[config.mk]
export PLATFORM = sky130hd
export DESIGN_NAME = dpc_regs
export DESIGN_NICKNAME = d
export VERILOG_FILES = /design/src/dpc_pkg.sv /design/src/dpc_apb_port.sv /design/src/dpc_regs.sv /design/src/dpc_settle_timer.sv
export SDC_FILE = /design/constraint.sdc
export NUM_CORES = 1
export LEC_CHECK = 0
export BUFFER_PORTS_ARGS = -buffer_cell sky130_fd_sc_hd__buf_2
export CAP_MARGIN = 20
export CORE_UTILIZATION = 58
export DETAILED_ROUTE_END_ITERATION = 12
export PLACE_DENSITY_LB_ADDON = 0.1
export SLEW_MARGIN = 15
export SYNTH_ARGS = -nofsm -noshare
export SYNTH_HDL_FRONTEND = slang
export SYNTH_HIERARCHICAL = 1
export SYNTH_SLANG_ARGS = --single-unit
[constraint.sdc]
create_clock -name pclk -period 6.75 [get_ports pclk]
set_input_delay 1.0125 -clock pclk [delete_from_list [all_inputs] [get_ports pclk]]
set_output_delay 1.0125 -clock pclk [all_outputs]
set_load 0.1 [all_outputs]
[src/dpc_pkg.sv]
/*
 Constants and types for the display power control register bank.
 Assumes an APB master with 32-bit data and word-aligned registers.
*/
// Overview of operation
// - Short bit set bridges doubler input to output
// - Doubler running blocks the input-output short
// - Bit 8 of reference register runs doubler
// - Reference contrast in bits 7:4, resets 0x7
// - Bit 2 sets reference heavy-load protection
// - Bit 1 picks higher reference level
// - Bit 0 enables the reference regulator
// - Drive contrast in bits 15:12, resets 0x5
// - Drive range bits 11:10 pick 15/12/9 V
// - Bit 9 sets drive heavy-load protection
// - Bit 8 enables the drive regulator
// - Bit 1 pulls booster output to ground
// - Bit 0 enables the booster
package dpc_pkg;

   // Register indices; byte address is four times the index
   localparam logic [15:0] IDX_REF  = 16'h5600;
   localparam logic [15:0] IDX_DRV  = 16'h5602;
   localparam logic [15:0] IDX_STAT = 16'h5604;
   localparam int          ADDR_W   = 20;

   // Reference power register fields
   localparam int REF_ON_BIT    = 0;
   localparam int REF_SEL_BIT   = 1;
   localparam int REF_HVY_BIT   = 2;
   localparam int REF_CON_LSB   = 4;
   localparam int DBL_ON_BIT    = 8;
   localparam int DBL_SHORT_BIT = 9;
   localparam logic [15:0] REF_MASK = 16'h03f7;

   // Drive power register fields
   localparam int BST_ON_BIT  = 0;
   localparam int BST_PD_BIT  = 1;
   localparam int DRV_ON_BIT  = 8;
   localparam int DRV_HVY_BIT = 9;
   localparam int DRV_RNG_LSB = 10;
   localparam int DRV_CON_LSB = 12;
   localparam logic [15:0] DRV_MASK = 16'hff03;

   // Status register fields
   localparam int ST_BST_OK_BIT = 0;
   localparam int ST_DRV_OK_BIT = 1;
   localparam int ST_SHORT_BIT  = 2;

   // Reset values
   localparam logic [3:0] REF_CON_RST = 4'h7;
   localparam logic [3:0] DRV_CON_RST = 4'h5;

   // Settling times
   localparam int unsigned CLK_MHZ        = 200;
   localparam int unsigned BST_SETTLE_MS  = 35;
   localparam int unsigned DRV_SETTLE_MS  = 5;
   localparam int unsigned BST_SETTLE_CYC = BST_SETTLE_MS * 1000 * CLK_MHZ;
   localparam int unsigned DRV_SETTLE_CYC = DRV_SETTLE_MS * 1000 * CLK_MHZ;

   typedef enum logic [1:0] {
      DPC_RANGE_15V  = 2'h0,
      DPC_RANGE_12V  = 2'h1,
      DPC_RANGE_9V   = 2'h2,
      DPC_RANGE_RSVD = 2'h3
   } dpc_range_t;

   typedef enum logic [2:0] {
      DPC_ST_IDLE  = 3'b001,
      DPC_ST_COUNT = 3'b010,
      DPC_ST_DONE  = 3'b100
   } dpc_settle_st_t;

   // Byte address of a register index
   function automatic logic [ADDR_W-1:0] dpc_byte_addr(input logic [15:0] idx);
      dpc_byte_addr = {2'b00, idx, 2'b00};
   endfunction : dpc_byte_addr

   // Apply byte strobes to a 16-bit register, keeping reserved bits zero
   function automatic logic [15:0] dpc_merge(input logic [15:0] old_val,
                                             input logic [31:0] wdata,
                                             input logic [3:0]  strb,
                                             input logic [15:0] mask);
      logic [15:0] v;
      v = old_val;
      if (strb[0]) begin
         v[7:0] = wdata[7:0];
      end
      if (strb[1]) begin
         v[15:8] = wdata[15:8];
      end
      dpc_merge = v & mask;
   endfunction : dpc_merge

endpackage : dpc_pkg

[src/dpc_apb_port.sv]
/*
 APB address decode and handshake for the power control bank.
 Assumes an APB master; every access completes with no wait state.
*/
`timescale 1ns/1ps
module dpc_apb_port (
   input  wire logic                      psel,
   input  wire logic                      penable,
   input  wire logic                      pwrite,
   input  wire logic [dpc_pkg::ADDR_W-1:0] paddr,
   output logic                           hit_ref,
   output logic                           hit_drv,
   output logic                           hit_stat,
   output logic                           wr_commit,
   output logic                           rd_setup,
   output logic                           pready,
   output logic                           pslverr
);
   logic any_hit;

   // Word decode of the three mapped registers
   assign hit_ref  = (paddr == dpc_pkg::dpc_byte_addr(dpc_pkg::IDX_REF));
   assign hit_drv  = (paddr == dpc_pkg::dpc_byte_addr(dpc_pkg::IDX_DRV));
   assign hit_stat = (paddr == dpc_pkg::dpc_byte_addr(dpc_pkg::IDX_STAT));
   assign any_hit  = hit_ref | hit_drv | hit_stat;

   // Writes land at the access edge; reads are fetched in setup
   assign pready    = 1'b1;
   assign wr_commit = psel & penable & pwrite;
   assign rd_setup  = psel & ~penable & ~pwrite;
   assign pslverr   = psel & penable & ~any_hit; // Unmapped word

endmodule : dpc_apb_port

[src/dpc_regs.sv]
/*
 Display power chain control register bank, APB slave.
 Holds the reference and drive power registers plus a status word,
 and drives the level controls of the regulators, doubler and booster.
 Assumes pclk at 200 MHz, presetn asynchronous active low, and analog
 circuits that sample the control outputs as plain levels.
*/
// The APB register port was chosen for this implementation.
`timescale 1ns/1ps
module dpc_regs #(
   parameter int unsigned BST_SETTLE_CYCLES = dpc_pkg::BST_SETTLE_CYC,
   parameter int unsigned DRV_SETTLE_CYCLES = dpc_pkg::DRV_SETTLE_CYC
) (
   input  wire logic                       pclk,
   input  wire logic                       presetn,

   // APB slave
   input  wire logic                       psel,
   input  wire logic                       penable,
   input  wire logic                       pwrite,
   input  wire logic [dpc_pkg::ADDR_W-1:0] paddr,
   input  wire logic [31:0]                pwdata,
   input  wire logic [3:0]                 pstrb,
   output logic      [31:0]                prdata,
   output logic                            pready,
   output logic                            pslverr,

   // Reference regulator and doubler controls
   output logic                            reference_regulator_enable,
   output logic                            reference_level_select,
   output logic                            reference_heavy_load_mode,
   output logic      [3:0]                 reference_contrast_level,
   output logic                            doubler_enable,
   output logic                            doubler_bypass_short,

   // Booster and drive regulator controls
   output logic                            booster_enable,
   output logic                            booster_pulldown,
   output logic                            drive_regulator_enable,
   output logic                            drive_heavy_load_mode,
   output logic      [1:0]                 drive_range_select,
   output logic      [3:0]                 drive_contrast_level,

   // Settling status
   output logic                            boosted_voltage_settled,
   output logic                            display_drive_voltage_settled
);

   // Timers shorter than two cycles cannot express a settling wait
   if (BST_SETTLE_CYCLES < 2 || DRV_SETTLE_CYCLES < 2) begin : g_bad_settle
      $error("dpc_regs: settle cycle counts must be at least 2");
   end

   // Register state of the bank apart from the two settle timers
   typedef struct packed {
      logic [15:0] ref_reg;
      logic [15:0] drv_reg;
      logic        short_applied;
      logic [31:0] rdata;
   } dpc_state_t;

   dpc_state_t state;
   dpc_state_t next_state;

   // Decode results
   logic hit_ref;
   logic hit_drv;
   logic hit_stat;
   logic wr_commit;
   logic rd_setup;

   // Settling flags
   logic bst_settled;
   logic drv_settled;

   // Status word assembled from the block's own state
   logic [15:0] stat_word;

   // Bus decode and handshake
   dpc_apb_port u_port (
      .psel      (psel),
      .penable   (penable),
      .pwrite    (pwrite),
      .paddr     (paddr),
      .hit_ref   (hit_ref),
      .hit_drv   (hit_drv),
      .hit_stat  (hit_stat),
      .wr_commit (wr_commit),
      .rd_setup  (rd_setup),
      .pready    (pready),
      .pslverr   (pslverr)
   );

   // Boosted voltage settles after the booster has run long enough.
   // The flag only informs software; the drive regulator is not held
   // off by hardware, so an early enable is the software's risk.
   dpc_settle_timer #(
      .CYCLES (BST_SETTLE_CYCLES)
   ) u_bst_timer (
      .pclk    (pclk),
      .presetn (presetn),
      .enable  (state.drv_reg[dpc_pkg::BST_ON_BIT]),
      .settled (bst_settled)
   );

   // Drive voltage settles after the drive regulator has run long enough
   dpc_settle_timer #(
      .CYCLES (DRV_SETTLE_CYCLES)
   ) u_drv_timer (
      .pclk    (pclk),
      .presetn (presetn),
      .enable  (state.drv_reg[dpc_pkg::DRV_ON_BIT]),
      .settled (drv_settled)
   );

   // Status word; bits above the three flags read as zero
   always_comb begin
      stat_word = 16'h0000;
      stat_word[dpc_pkg::ST_BST_OK_BIT] = bst_settled;
      stat_word[dpc_pkg::ST_DRV_OK_BIT] = drv_settled;
      stat_word[dpc_pkg::ST_SHORT_BIT]  = state.short_applied;
   end

   // Next state: writes, gated short and read fetch
   always_comb begin
      next_state = state;

      // Writes merge through byte strobes, reserved bits forced low
      if (wr_commit && hit_ref) begin
         next_state.ref_reg = dpc_pkg::dpc_merge(state.ref_reg, pwdata, pstrb,
                                                 dpc_pkg::REF_MASK);
      end
      if (wr_commit && hit_drv) begin
         next_state.drv_reg = dpc_pkg::dpc_merge(state.drv_reg, pwdata, pstrb,
                                                 dpc_pkg::DRV_MASK);
      end

      // Short only while the doubler is stopped, else its output is lost.
      // Taken from the next values so it moves on the same edge as the bits.
      next_state.short_applied =
         next_state.ref_reg[dpc_pkg::DBL_SHORT_BIT] &
         ~next_state.ref_reg[dpc_pkg::DBL_ON_BIT];

      // Read data is fetched in setup so it comes from a flop in access
      if (rd_setup) begin
         next_state.rdata = 32'h0000_0000;
         if (hit_ref) begin
            next_state.rdata = {16'h0000, state.ref_reg};
         end else if (hit_drv) begin
            next_state.rdata = {16'h0000, state.drv_reg};
         end else if (hit_stat) begin
            next_state.rdata = {16'h0000, stat_word};
         end
      end
   end

   // State register; every field takes its documented default
   always_ff @(posedge pclk or negedge presetn) begin
      if (!presetn) begin
         state <= '{
            ref_reg:       {6'h00, 2'b00, dpc_pkg::REF_CON_RST, 4'h0},
            drv_reg:       {dpc_pkg::DRV_CON_RST, 12'h000},
            short_applied: 1'b0,
            rdata:         32'h0000_0000
         };
      end else begin
         state <= next_state;
      end
   end

   // Bus read data
   assign prdata = state.rdata;

   // Reference regulator controls
   assign reference_regulator_enable = state.ref_reg[dpc_pkg::REF_ON_BIT];
   assign reference_level_select     = state.ref_reg[dpc_pkg::REF_SEL_BIT];
   assign reference_heavy_load_mode  = state.ref_reg[dpc_pkg::REF_HVY_BIT];
   assign reference_contrast_level   =
      state.ref_reg[dpc_pkg::REF_CON_LSB +: 4];

   // Doubler controls; the raw short bit is never driven out directly
   assign doubler_enable       = state.ref_reg[dpc_pkg::DBL_ON_BIT];
   assign doubler_bypass_short = state.short_applied;

   // Booster controls; pull-down is passed as written, even with booster on
   assign booster_enable   = state.drv_reg[dpc_pkg::BST_ON_BIT];
   assign booster_pulldown = state.drv_reg[dpc_pkg::BST_PD_BIT];

   // Drive regulator controls; reserved range code is passed unchanged
   assign drive_regulator_enable = state.drv_reg[dpc_pkg::DRV_ON_BIT];
   assign drive_heavy_load_mode  = state.drv_reg[dpc_pkg::DRV_HVY_BIT];
   assign drive_range_select     = state.drv_reg[dpc_pkg::DRV_RNG_LSB +: 2];
   assign drive_contrast_level   = state.drv_reg[dpc_pkg::DRV_CON_LSB +: 4];

   // Settling status
   assign boosted_voltage_settled       = bst_settled;
   assign display_drive_voltage_settled = drv_settled;

endmodule : dpc_regs

[src/dpc_settle_timer.sv]
/*
 Settling timer: counts from enable rise, flags settled when done.
 Assumes enable is a registered level in the pclk domain.
*/
`timescale 1ns/1ps
module dpc_settle_timer #(
   parameter int unsigned CYCLES = 1000
) (
   input  wire logic pclk,
   input  wire logic presetn,
   input  wire logic enable,
   output logic      settled
);
   localparam int CW = $clog2(CYCLES + 1);

   if (CYCLES < 2) begin : g_bad_cycles
      $error("dpc_settle_timer: CYCLES must be at least 2");
   end

   typedef struct packed {
      dpc_pkg::dpc_settle_st_t st;
      logic [CW-1:0]           cnt;
   } dpc_tmr_t;

   dpc_tmr_t state;
   dpc_tmr_t next_state;

   // Disabling restarts the wait, so a brief drop cannot look settled
   always_comb begin
      next_state = state;
      unique case (state.st)
         dpc_pkg::DPC_ST_IDLE: begin
            next_state.cnt = '0;
            if (enable) begin
               next_state.st  = dpc_pkg::DPC_ST_COUNT;
               next_state.cnt = CW'(1);
            end
         end
         dpc_pkg::DPC_ST_COUNT: begin
            if (!enable) begin
               next_state.st = dpc_pkg::DPC_ST_IDLE;
            end else if (state.cnt == CW'(CYCLES)) begin
               next_state.st = dpc_pkg::DPC_ST_DONE;
            end else begin
               next_state.cnt = state.cnt + CW'(1);
            end
         end
         dpc_pkg::DPC_ST_DONE: begin
            if (!enable) begin
               next_state.st = dpc_pkg::DPC_ST_IDLE;
            end
         end
         default: begin
            next_state.st = dpc_pkg::DPC_ST_IDLE;
         end
      endcase
   end

   // State register
   always_ff @(posedge pclk or negedge presetn) begin
      if (!presetn) begin
         state <= '{st: dpc_pkg::DPC_ST_IDLE, cnt: '0};
      end else begin
         state <= next_state;
      end
   end

   assign settled = (state.st == dpc_pkg::DPC_ST_DONE);

endmodule : dpc_settle_timer

Word-level counts from Yosys, hierarchy flattened
Index checks and enable logic that the tools add are counted.

word-level totals
  register bits = 101
  input port bits = 61
  output and inout bits = 55
  logic and storage cells = 78

operators by class
  $add $sub $neg = 2
  eq/ne operators = 21
  multiplexer cells = 22
  bitwise gates (word level) = 12
  reduce and logical (&&, ||, !) cells = 11

operator list
  kind                   count
  $mux 23                3
  $eq 20x17->1 const B   3
  $pmux 23 s2            1
  $mux 20                2
  $pmux 20 s2            1
  $mux 16                2
  $mux 26                1
  $add 23x1->23 const B  1
  $eq 23x23->1 const B   1
  $mux 3                 7
  $add 20x1->20 const B  1
  $eq 20x20->1 const B   1
  $pmux 3 s3             2
  $ne 2x2->1 const B     8
  $reduce_and 3->1       4
  $mux 10                1
  $mux 8                 1
  $and 1x1->1            6
  $eq 3x1->1 const B     2
  $eq 3x2->1 const B     2
  $eq 3x3->1 const B     2
  $ne 3x2->1 const B     2
  $reduce_and 2->1       3
  $not 1->1              4
  other kinds (4)        7

Depth between registers and ports, before layout
Gate-level depths: netlist (run 1).

  depth in word-level cells = 6
  mapped depth = 7
  depth with buffers taken out = 7

Modules after synthesis
Netlist (run 1), hierarchy kept.

by module, submodules not included
  module                          times used  cells each  area an instance (µm²)  seq. area each (µm²)
  dpc_regs                        1           163         1780.5                  882.1
  dpc_settle_timer (u_bst_timer)  1           151         1468.9                  651.9
  dpc_settle_timer (u_drv_timer)  1           148         1352.5                  576.8
  dpc_apb_port                    1           16          122.6                   0.0

Worst setup path after synthesis (run 1)
Ideal clock, no wire load.

  path type = reg-to-output
  from = register u_drv_timer/state[22] (netlist bit)
  to = output display_drive_voltage_settled
  arrival = 2.701 ns
  required time = 5.738 ns
  setup slack = 3.037 ns
  cell stages (with the launch flop) = 3
  buffers on the path = 0
  cell sequence = dfrtp_1 -> inv_1 -> nor3_1

between the ends
  word-level cells in the longest chain between the ends = 1

ends and longest elaborated chain
  element                 line                    RTL
  start, declared         dpc_settle_timer.sv:25  dpc_tmr_t state;
  start signal, assigned  dpc_settle_timer.sv:62  state <= '{st: dpc_pkg::DPC_ST_IDLE, cnt: '0};
  start signal, assigned  dpc_settle_timer.sv:64  state <= next_state;
  $eq 3x3->1              dpc_settle_timer.sv:68  assign settled = (state.st == dpc_pkg::DPC_ST_DONE);
  end, declared           dpc_regs.sv:46          output logic display_drive_voltage_settled

Every way passes these cells.

Final worst setup path (run 1)
  from = input paddr[17] (netlist bit)
  to = output pslverr

between the ends
  word-level cells in the longest chain between the ends = 5
  elaborated cells on any way between the ends = 7
  classes of those cells = eq/ne (3); bitwise (4)

ends and longest elaborated chain
  element                                 line                                    RTL
  start, declared                         dpc_regs.sv:21                          input wire logic [dpc_pkg::ADDR_W-1:0] paddr,
  $eq 20x17->1, on equally long branches  dpc_apb_port.sv:22, dpc_apb_port.sv:23
  $or 1x1->1                              dpc_apb_port.sv:25                      assign any_hit = hit_ref | hit_drv | hit_stat;
  $or 1x1->1 (*)                          dpc_apb_port.sv:25
  $not 1->1 (*)                           dpc_apb_port.sv:31                      assign pslverr = psel & penable & ~any_hit;
  $and 1x1->1 (*)                         dpc_apb_port.sv:31
  end, declared                           dpc_regs.sv:26                          output logic pslverr,

Every way passes the cells marked *; elsewhere a longest branch is shown, timed or not.

==> impl_metrics.tcl, run 1 <==
set metrics [dict create \
    required_ns 5.74 \
    ys_ff_latch 84 \
    drive_above_1_share_pct 27.0 \
    route.detailed.vias_per_inst 5.76 \
    start_util_pct 60.5 \
    cts_buffers 9 \
    p_per_area_nw_per_um2 188 \
    synth_area_um2 4720 \
    timing_hold_violations_final 0 \
    nNetsFinal 597 \
    cts_tree "built" \
    end_kind "output port" \
    synth_edf_count 0 \
    diodes 0 \
    synthFlopType "dfrtp_1" \
    synthMuxAreaShare_pct 5.59 \
    drtIter0Drc 187 \
    finalSetupViolCount 0 \
    p_comb_share_pct 12.7 \
    worst_ep_arrival_time_ns 2.26 \
    total_power_mw 0.972 \
    maxCapViolations 0 \
    grt_pass1_wl_mm 16.2 \
    critPathMaxFanout 4 \
    synth_xor_area_share_pct 3.34 \
    synth.distinct_cells 64 \
    area_growth_pct 9.48 \
    internal_power_mw 0.666 \
    synth_warnings 6 \
    first_pass_iters 5 \
    post-route-min-period_ns 3.27 \
    ir_worst_vdd_mv 0.0797 \
    ant_nets 0 \
    synth_compound_area_share_pct 10.4 \
    cts_root_buf "clkbuf_8" \
    status "finished clean" \
    p_seq_share_pct 52.5 \
    fin_tns_setup_ns 0 \
    period_share_pct 48.5 \
    ys_async_sr_fraction_pct 100 \
    crit_type "in2out" \
    clk_latency_ns 0.36 \
    cts_setup_buffers 0 \
    clockPowerShare_pct 34.8 \
    tightest_slew_ns 0.972 \
    setup_slack_ns 3.48 \
    num_vias 3680 \
    ios 116 \
    slew_viol_final 0 \
    finalInstanceArea_um2 5170 \
    wirelength_mm 9.57 \
    rows 32 \
    grt_usage_pct 23.7 \
    grt_start_max_net_pins 85 \
    netSwitchingFraction_pct 31.5 \
    hold_buffers 0 \
    drc 0 \
    die_w_um 92.3 \
    layout_common_cells "dfrtp_1, buf_2, nand2_1" \
    fp.coreArea_um2 7810 \
    antenna_found_initial 0 \
    avgRoutedWirePerCell_um 15.0 \
    yosysSeqAreaShare_pct 44.7 \
    relSlewSlack_pct 34.9 \
    rsz0062_at_grt "no" \
    power_leakage_nw 2.32 \
    grt_overflow 0 \
    cts-resized-gates 0 \
    fmax_ghz 0.306 \
    grt_pass1_vias 3534 \
    gp_congestion 0.777 \
    synth_cells 478 \
    synth_area_per_cell_um2 9.88 \
    cts_sinks 84 \
    place_ws_ns 3.48 \
    clockBufferDepth 2 \
    chipHeight_um 92.3 \
    synth_fa_ha_area_share_pct 1.06 \
    dpl_cell_area_um2 4960 \
    worst_hold_path_type "reg2reg" \
    synth_top_family_by_area "simple AND/OR/NAND/NOR gates" \
    startpoint_type "input pin" \
    dieArea_um2 8510 \
    clk_pin_slew_worst_paths_ns 0.10 \
    place_hpwl_mm 6.68 \
    fin_skew_ns 0.0126 \
    p_switching_mw 0.306 \
    synth-simple-area-share_pct 24.9 \
    h-tree-depth 3 \
    port-buffer-count 78 \
]
critical path, stage by stage:
cell and delay, ns:
buf_2 0.10, nor4b_2 0.26, nand4b_1 0.21, o311a_1 0.37
buf_2 0.29
final timing paths:
check	slack [ns]	cells past startpoint	startpoint	to
setup / recovery	3.48	5	paddr[17]	pslverr
min in group asynchronous	0.61	1	presetn	u_drv_timer/state[12]
setup reg to reg	4.49	4	u_drv_timer/state[12]	u_drv_timer/state[1]
hold reg to reg	0.53	2	drive_contrast_level[2]	prdata[14]
max in group asynchronous	5.48	2	presetn	u_bst_timer/state[23]
hold / removal	0.53	2	drive_contrast_level[2]	prdata[14]
layer usage:
metal / GRT usage [%] / up-vias / routed length, um
li1: - / 1760 / -
met4: 5.99 / 0 / 86
met2: 40.8 / 102 / 4880
met5: 0 / - / 0
met1: 31.0 / 1799 / 4240
met3: 3.90 / 19 / 367
flip-flops by register name, indices dropped and copies added, names as in the netlist:
name	cells
u_bst_timer/state	26
u_drv_timer/state	23
prdata	15
drive_contrast_level	4
reference_contrast_level	4
drive_range_select	2
booster_enable	1
booster_pulldown	1
doubler_bypass_short	1
doubler_enable	1
drive_heavy_load_mode	1
drive_regulator_enable	1
reference_heavy_load_mode	1
reference_level_select	1
reference_regulator_enable	1
state	1
power by group through the flow:
stage / Clock [mW] / Sequential [mW] / Combinational [mW]
3_3_place_gp: 0 / 0.520 / 0.121
4_1_cts: 0.348 / 0.510 / 0.122
2_1_floorplan: 0 / 0.520 / 0.107
3_5_place_dp: 0 / 0.520 / 0.122
6_report: 0.338 / 0.511 / 0.123
5_1_grt: 0.367 / 0.511 / 0.130
cells in the mapped netlist (7+ instances only):
| cell type | n | area share (%) |
|---|---|---|
| o21ai_0 | 17 | 1.8 |
| mux2_2 | 19 | 4.5 |
| inv_1 | 20 | 1.6 |
| or4_1 | 9 | 1.4 |
| buf_4 | 45 | 7.2 |
| nand4_1 | 14 | 1.9 |
| dfstp_2 | 7 | 3.9 |
| a21oi_1 | 18 | 1.9 |
| xor2_1 | 17 | 3.2 |
| nand2_1 | 39 | 3.1 |
| dfrtp_1 | 77 | 41 |
| nand3_1 | 23 | 2.4 |
| nand2b_1 | 11 | 1.5 |
| or3_1 | 7 | 0.93 |
| nor2_1 | 36 | 2.9 |
| clkbuf_1 | 9 | 0.71 |
stage by stage:
step	utilization, %	std cells	hold slack [ns]
2_1_floorplan	-	494	0.491
3_5_place_dp	63.6	622	0.511
3_3_place_gp	63.6	622	0.500
4_1_cts	65.9	638	0.526
6_report	66.3	639	0.525
5_1_grt	66.3	639	0.556
layout make-up:
class,instances,area (um2)
Sequential cell,84,2110
Tap cell,102,128
Clock inverter,7,57.6
Timing Repair Buffer,83,450
Fill cell,664,2640
Inverter,20,75.1
Clock buffer,9,124
Multi-Input combinational cell,334,2230
cells by family (layout without fill, tap and decap cells):
kind of cell               after synthesis  after routing
and+or+nand+nor                        198            198
buffers and inverters                   76            119
other                                    2             18
muxes                                   24             24
AOI/OAI and AO/OA                       72             72
xor gates and xnor gates                18             18
adders and majority gates                4              4
DFF                                     84             84
(Power assumes the default switching activity.)
==> run 2, diff against run 1 <==
--- a/config.mk
+++ b/config.mk
@@ -7,7 +7,7 @@
 export LEC_CHECK = 0
 export BUFFER_PORTS_ARGS = -buffer_cell sky130_fd_sc_hd__buf_2
 export CAP_MARGIN = 20
-export CORE_UTILIZATION = 58
+export CORE_UTILIZATION = 49
 export DETAILED_ROUTE_END_ITERATION = 12
 export PLACE_DENSITY_LB_ADDON = 0.1
 export SLEW_MARGIN = 15
==> constraint.sdc (replaced) <==
create_clock -name pclk -period 2.78 [get_ports pclk]
set_input_delay 0.417 -clock pclk [delete_from_list [all_inputs] [get_ports pclk]]
set_output_delay 0.417 -clock pclk [all_outputs]
set_load 0.1 [all_outputs]
==> impl_metrics.tcl, run 2 (synthesis gave the netlist of run 1 again) <==
set metrics [dict create \
    status "finished clean" \
    relSlewSlack_pct 44.2 \
    cts-resized-gates 0 \
    gp_congestion 0.778 \
    startpoint_type "flip-flop" \
    wirelength_mm 9.34 \
    tightest_slew_ns 0.830 \
    clk_pin_slew_worst_paths_ns 0.09 \
    clk_latency_ns 0.34 \
    worst_hold_path_type "in2async" \
    fin_tns_setup_ns 0 \
    start_util_pct 50.9 \
    period_share_pct 80.5 \
    required_ns 2.36 \
    rsz0062_at_grt "no" \
    timing_hold_violations_final 0 \
    diodes 0 \
    dieArea_um2 10000 \
    netSwitchingFraction_pct 27.0 \
    ir_worst_vdd_mv 0.265 \
    finalSetupViolCount 0 \
    nNetsFinal 599 \
    largest_reg_flops 26 \
    holdWs_ns 0.0284 \
    clockBufferDepth 2 \
    hold_buffers 0 \
    cts_tree "built" \
    cts_buffers 9 \
    h-tree-depth 3 \
    antenna_found_initial 0 \
    first_pass_iters 4 \
    chipHeight_um 100 \
    critPathMaxFanout 8 \
    end_kind "output port" \
    area_growth_pct 11.7 \
    post-route-min-period_ns 2.24 \
    ant_nets 0 \
    worst_ep_arrival_time_ns 1.82 \
    drc 0 \
    p_switching_mw 0.694 \
    dpl_cell_area_um2 5040 \
    drive_above_1_share_pct 27.3 \
    p_comb_share_pct 11.6 \
    fp.coreArea_um2 9280 \
    grt_usage_pct 19.8 \
    grt_pass1_vias 3497 \
    regMostFlops "u_bst_timer/state" \
    crit_type "reg2out" \
    layout_common_cells "dfrtp_1, buf_2, nand2_1" \
    finalInstanceArea_um2 5280 \
    grt_overflow 0 \
    route.detailed.vias_per_inst 5.38 \
    avgRoutedWirePerCell_um 14.0 \
    die_w_um 100 \
    maxCapViolations 0 \
    port-buffer-count 78 \
    place_hpwl_mm 6.75 \
    total_power_mw 2.57 \
    cts_root_buf "clkbuf_8" \
    p_seq_share_pct 48.2 \
    clockPowerShare_pct 40.2 \
    power_leakage_nw 2.35 \
    drtIter0Drc 87 \
    grt_pass1_wl_mm 16.0 \
    cts_sinks 84 \
    num_vias 3595 \
    p_per_area_nw_per_um2 487 \
    cts_setup_buffers 0 \
    internal_power_mw 1.88 \
    ios 116 \
    fin_skew_ns 0.00703 \
    grt_start_max_net_pins 49 \
    fmax_ghz 0.447 \
    rows 35 \
    slew_viol_final 0 \
    fin_util_pct 56.8 \
]
## run 2: cell types whose count changed in the layout (fill, tap and decap cells not counted)
cell / previous run / this run
buf_4: 5 / 7
clkinvlp_4: 2 / 1
bufinv_16: 0 / 3
inv_8: 1 / 0
nor3_2: 0 / 1
buf_12: 0 / 1
buf_16: 1 / 0
inv_6: 3 / 1
clkbuf_1: 0 / 1
nor3_1: 4 / 3
## run 2: power by group through the flow
stage | logic, mW | clock network [mW] | registers [mW]
final | 0.298 | 1.03 | 1.24
after global routing | 0.315 | 1.11 | 1.24
after CTS | 0.302 | 1.06 | 1.24
after detailed placement | 0.302 | 0 | 1.26
after global placement | 0.299 | 0 | 1.26
after floorplan | 0.259 | 0 | 1.26
## run 2: per-stage QoR
stage / cells / worst slack (ns)
3_3_place_gp: 652 / 0.567
3_5_place_dp: 652 / 0.555
5_1_grt: 668 / 0.454
4_1_cts: 668 / 0.529
6_report: 668 / 0.542
2_1_floorplan: 494 / 0.383
## run 2: worst max-delay path, stage by stage, from the launching register on
cell	delay, ns
dfrtp_1	0.47
inv_1	0.12
nor3_2	0.38
buf_2	0.51
## run 2: metal layers
layer,share of wire [%],vias up,global-route usage [%]
li1,-,1770,-
met1,46,1762,26.1
met2,51,61,34.2
met3,2.5,2,3.20
met4,0.34,0,4.35
met5,0,-,0
## run 2: worst paths after layout
path / slack (ns) / to / from / cells after the start
min reg2reg: 0.52 / prdata[5] / prdata[5] / 2
min in group pclk: 0.30 / drive_range_select[0] / pwdata[10] / 2
min: 0.03 / u_drv_timer/state[12] / presetn / 1
max in group asynchronous: 2.08 / reference_contrast_level[1] / presetn / 2
max reg2reg: 0.55 / u_drv_timer/state[1] / u_drv_timer/state[12] / 4
max: 0.54 / display_drive_voltage_settled / u_drv_timer/state[22] / 3
## run 2: cell type report
class,instances,area (um2)
fill,870,4010
multi-input combinational,334,2230
sequential,84,2110
timing repair buffer,85,458
tap,129,161
clock buffer,10,128
clock inverter,6,111
inverter,20,75.1
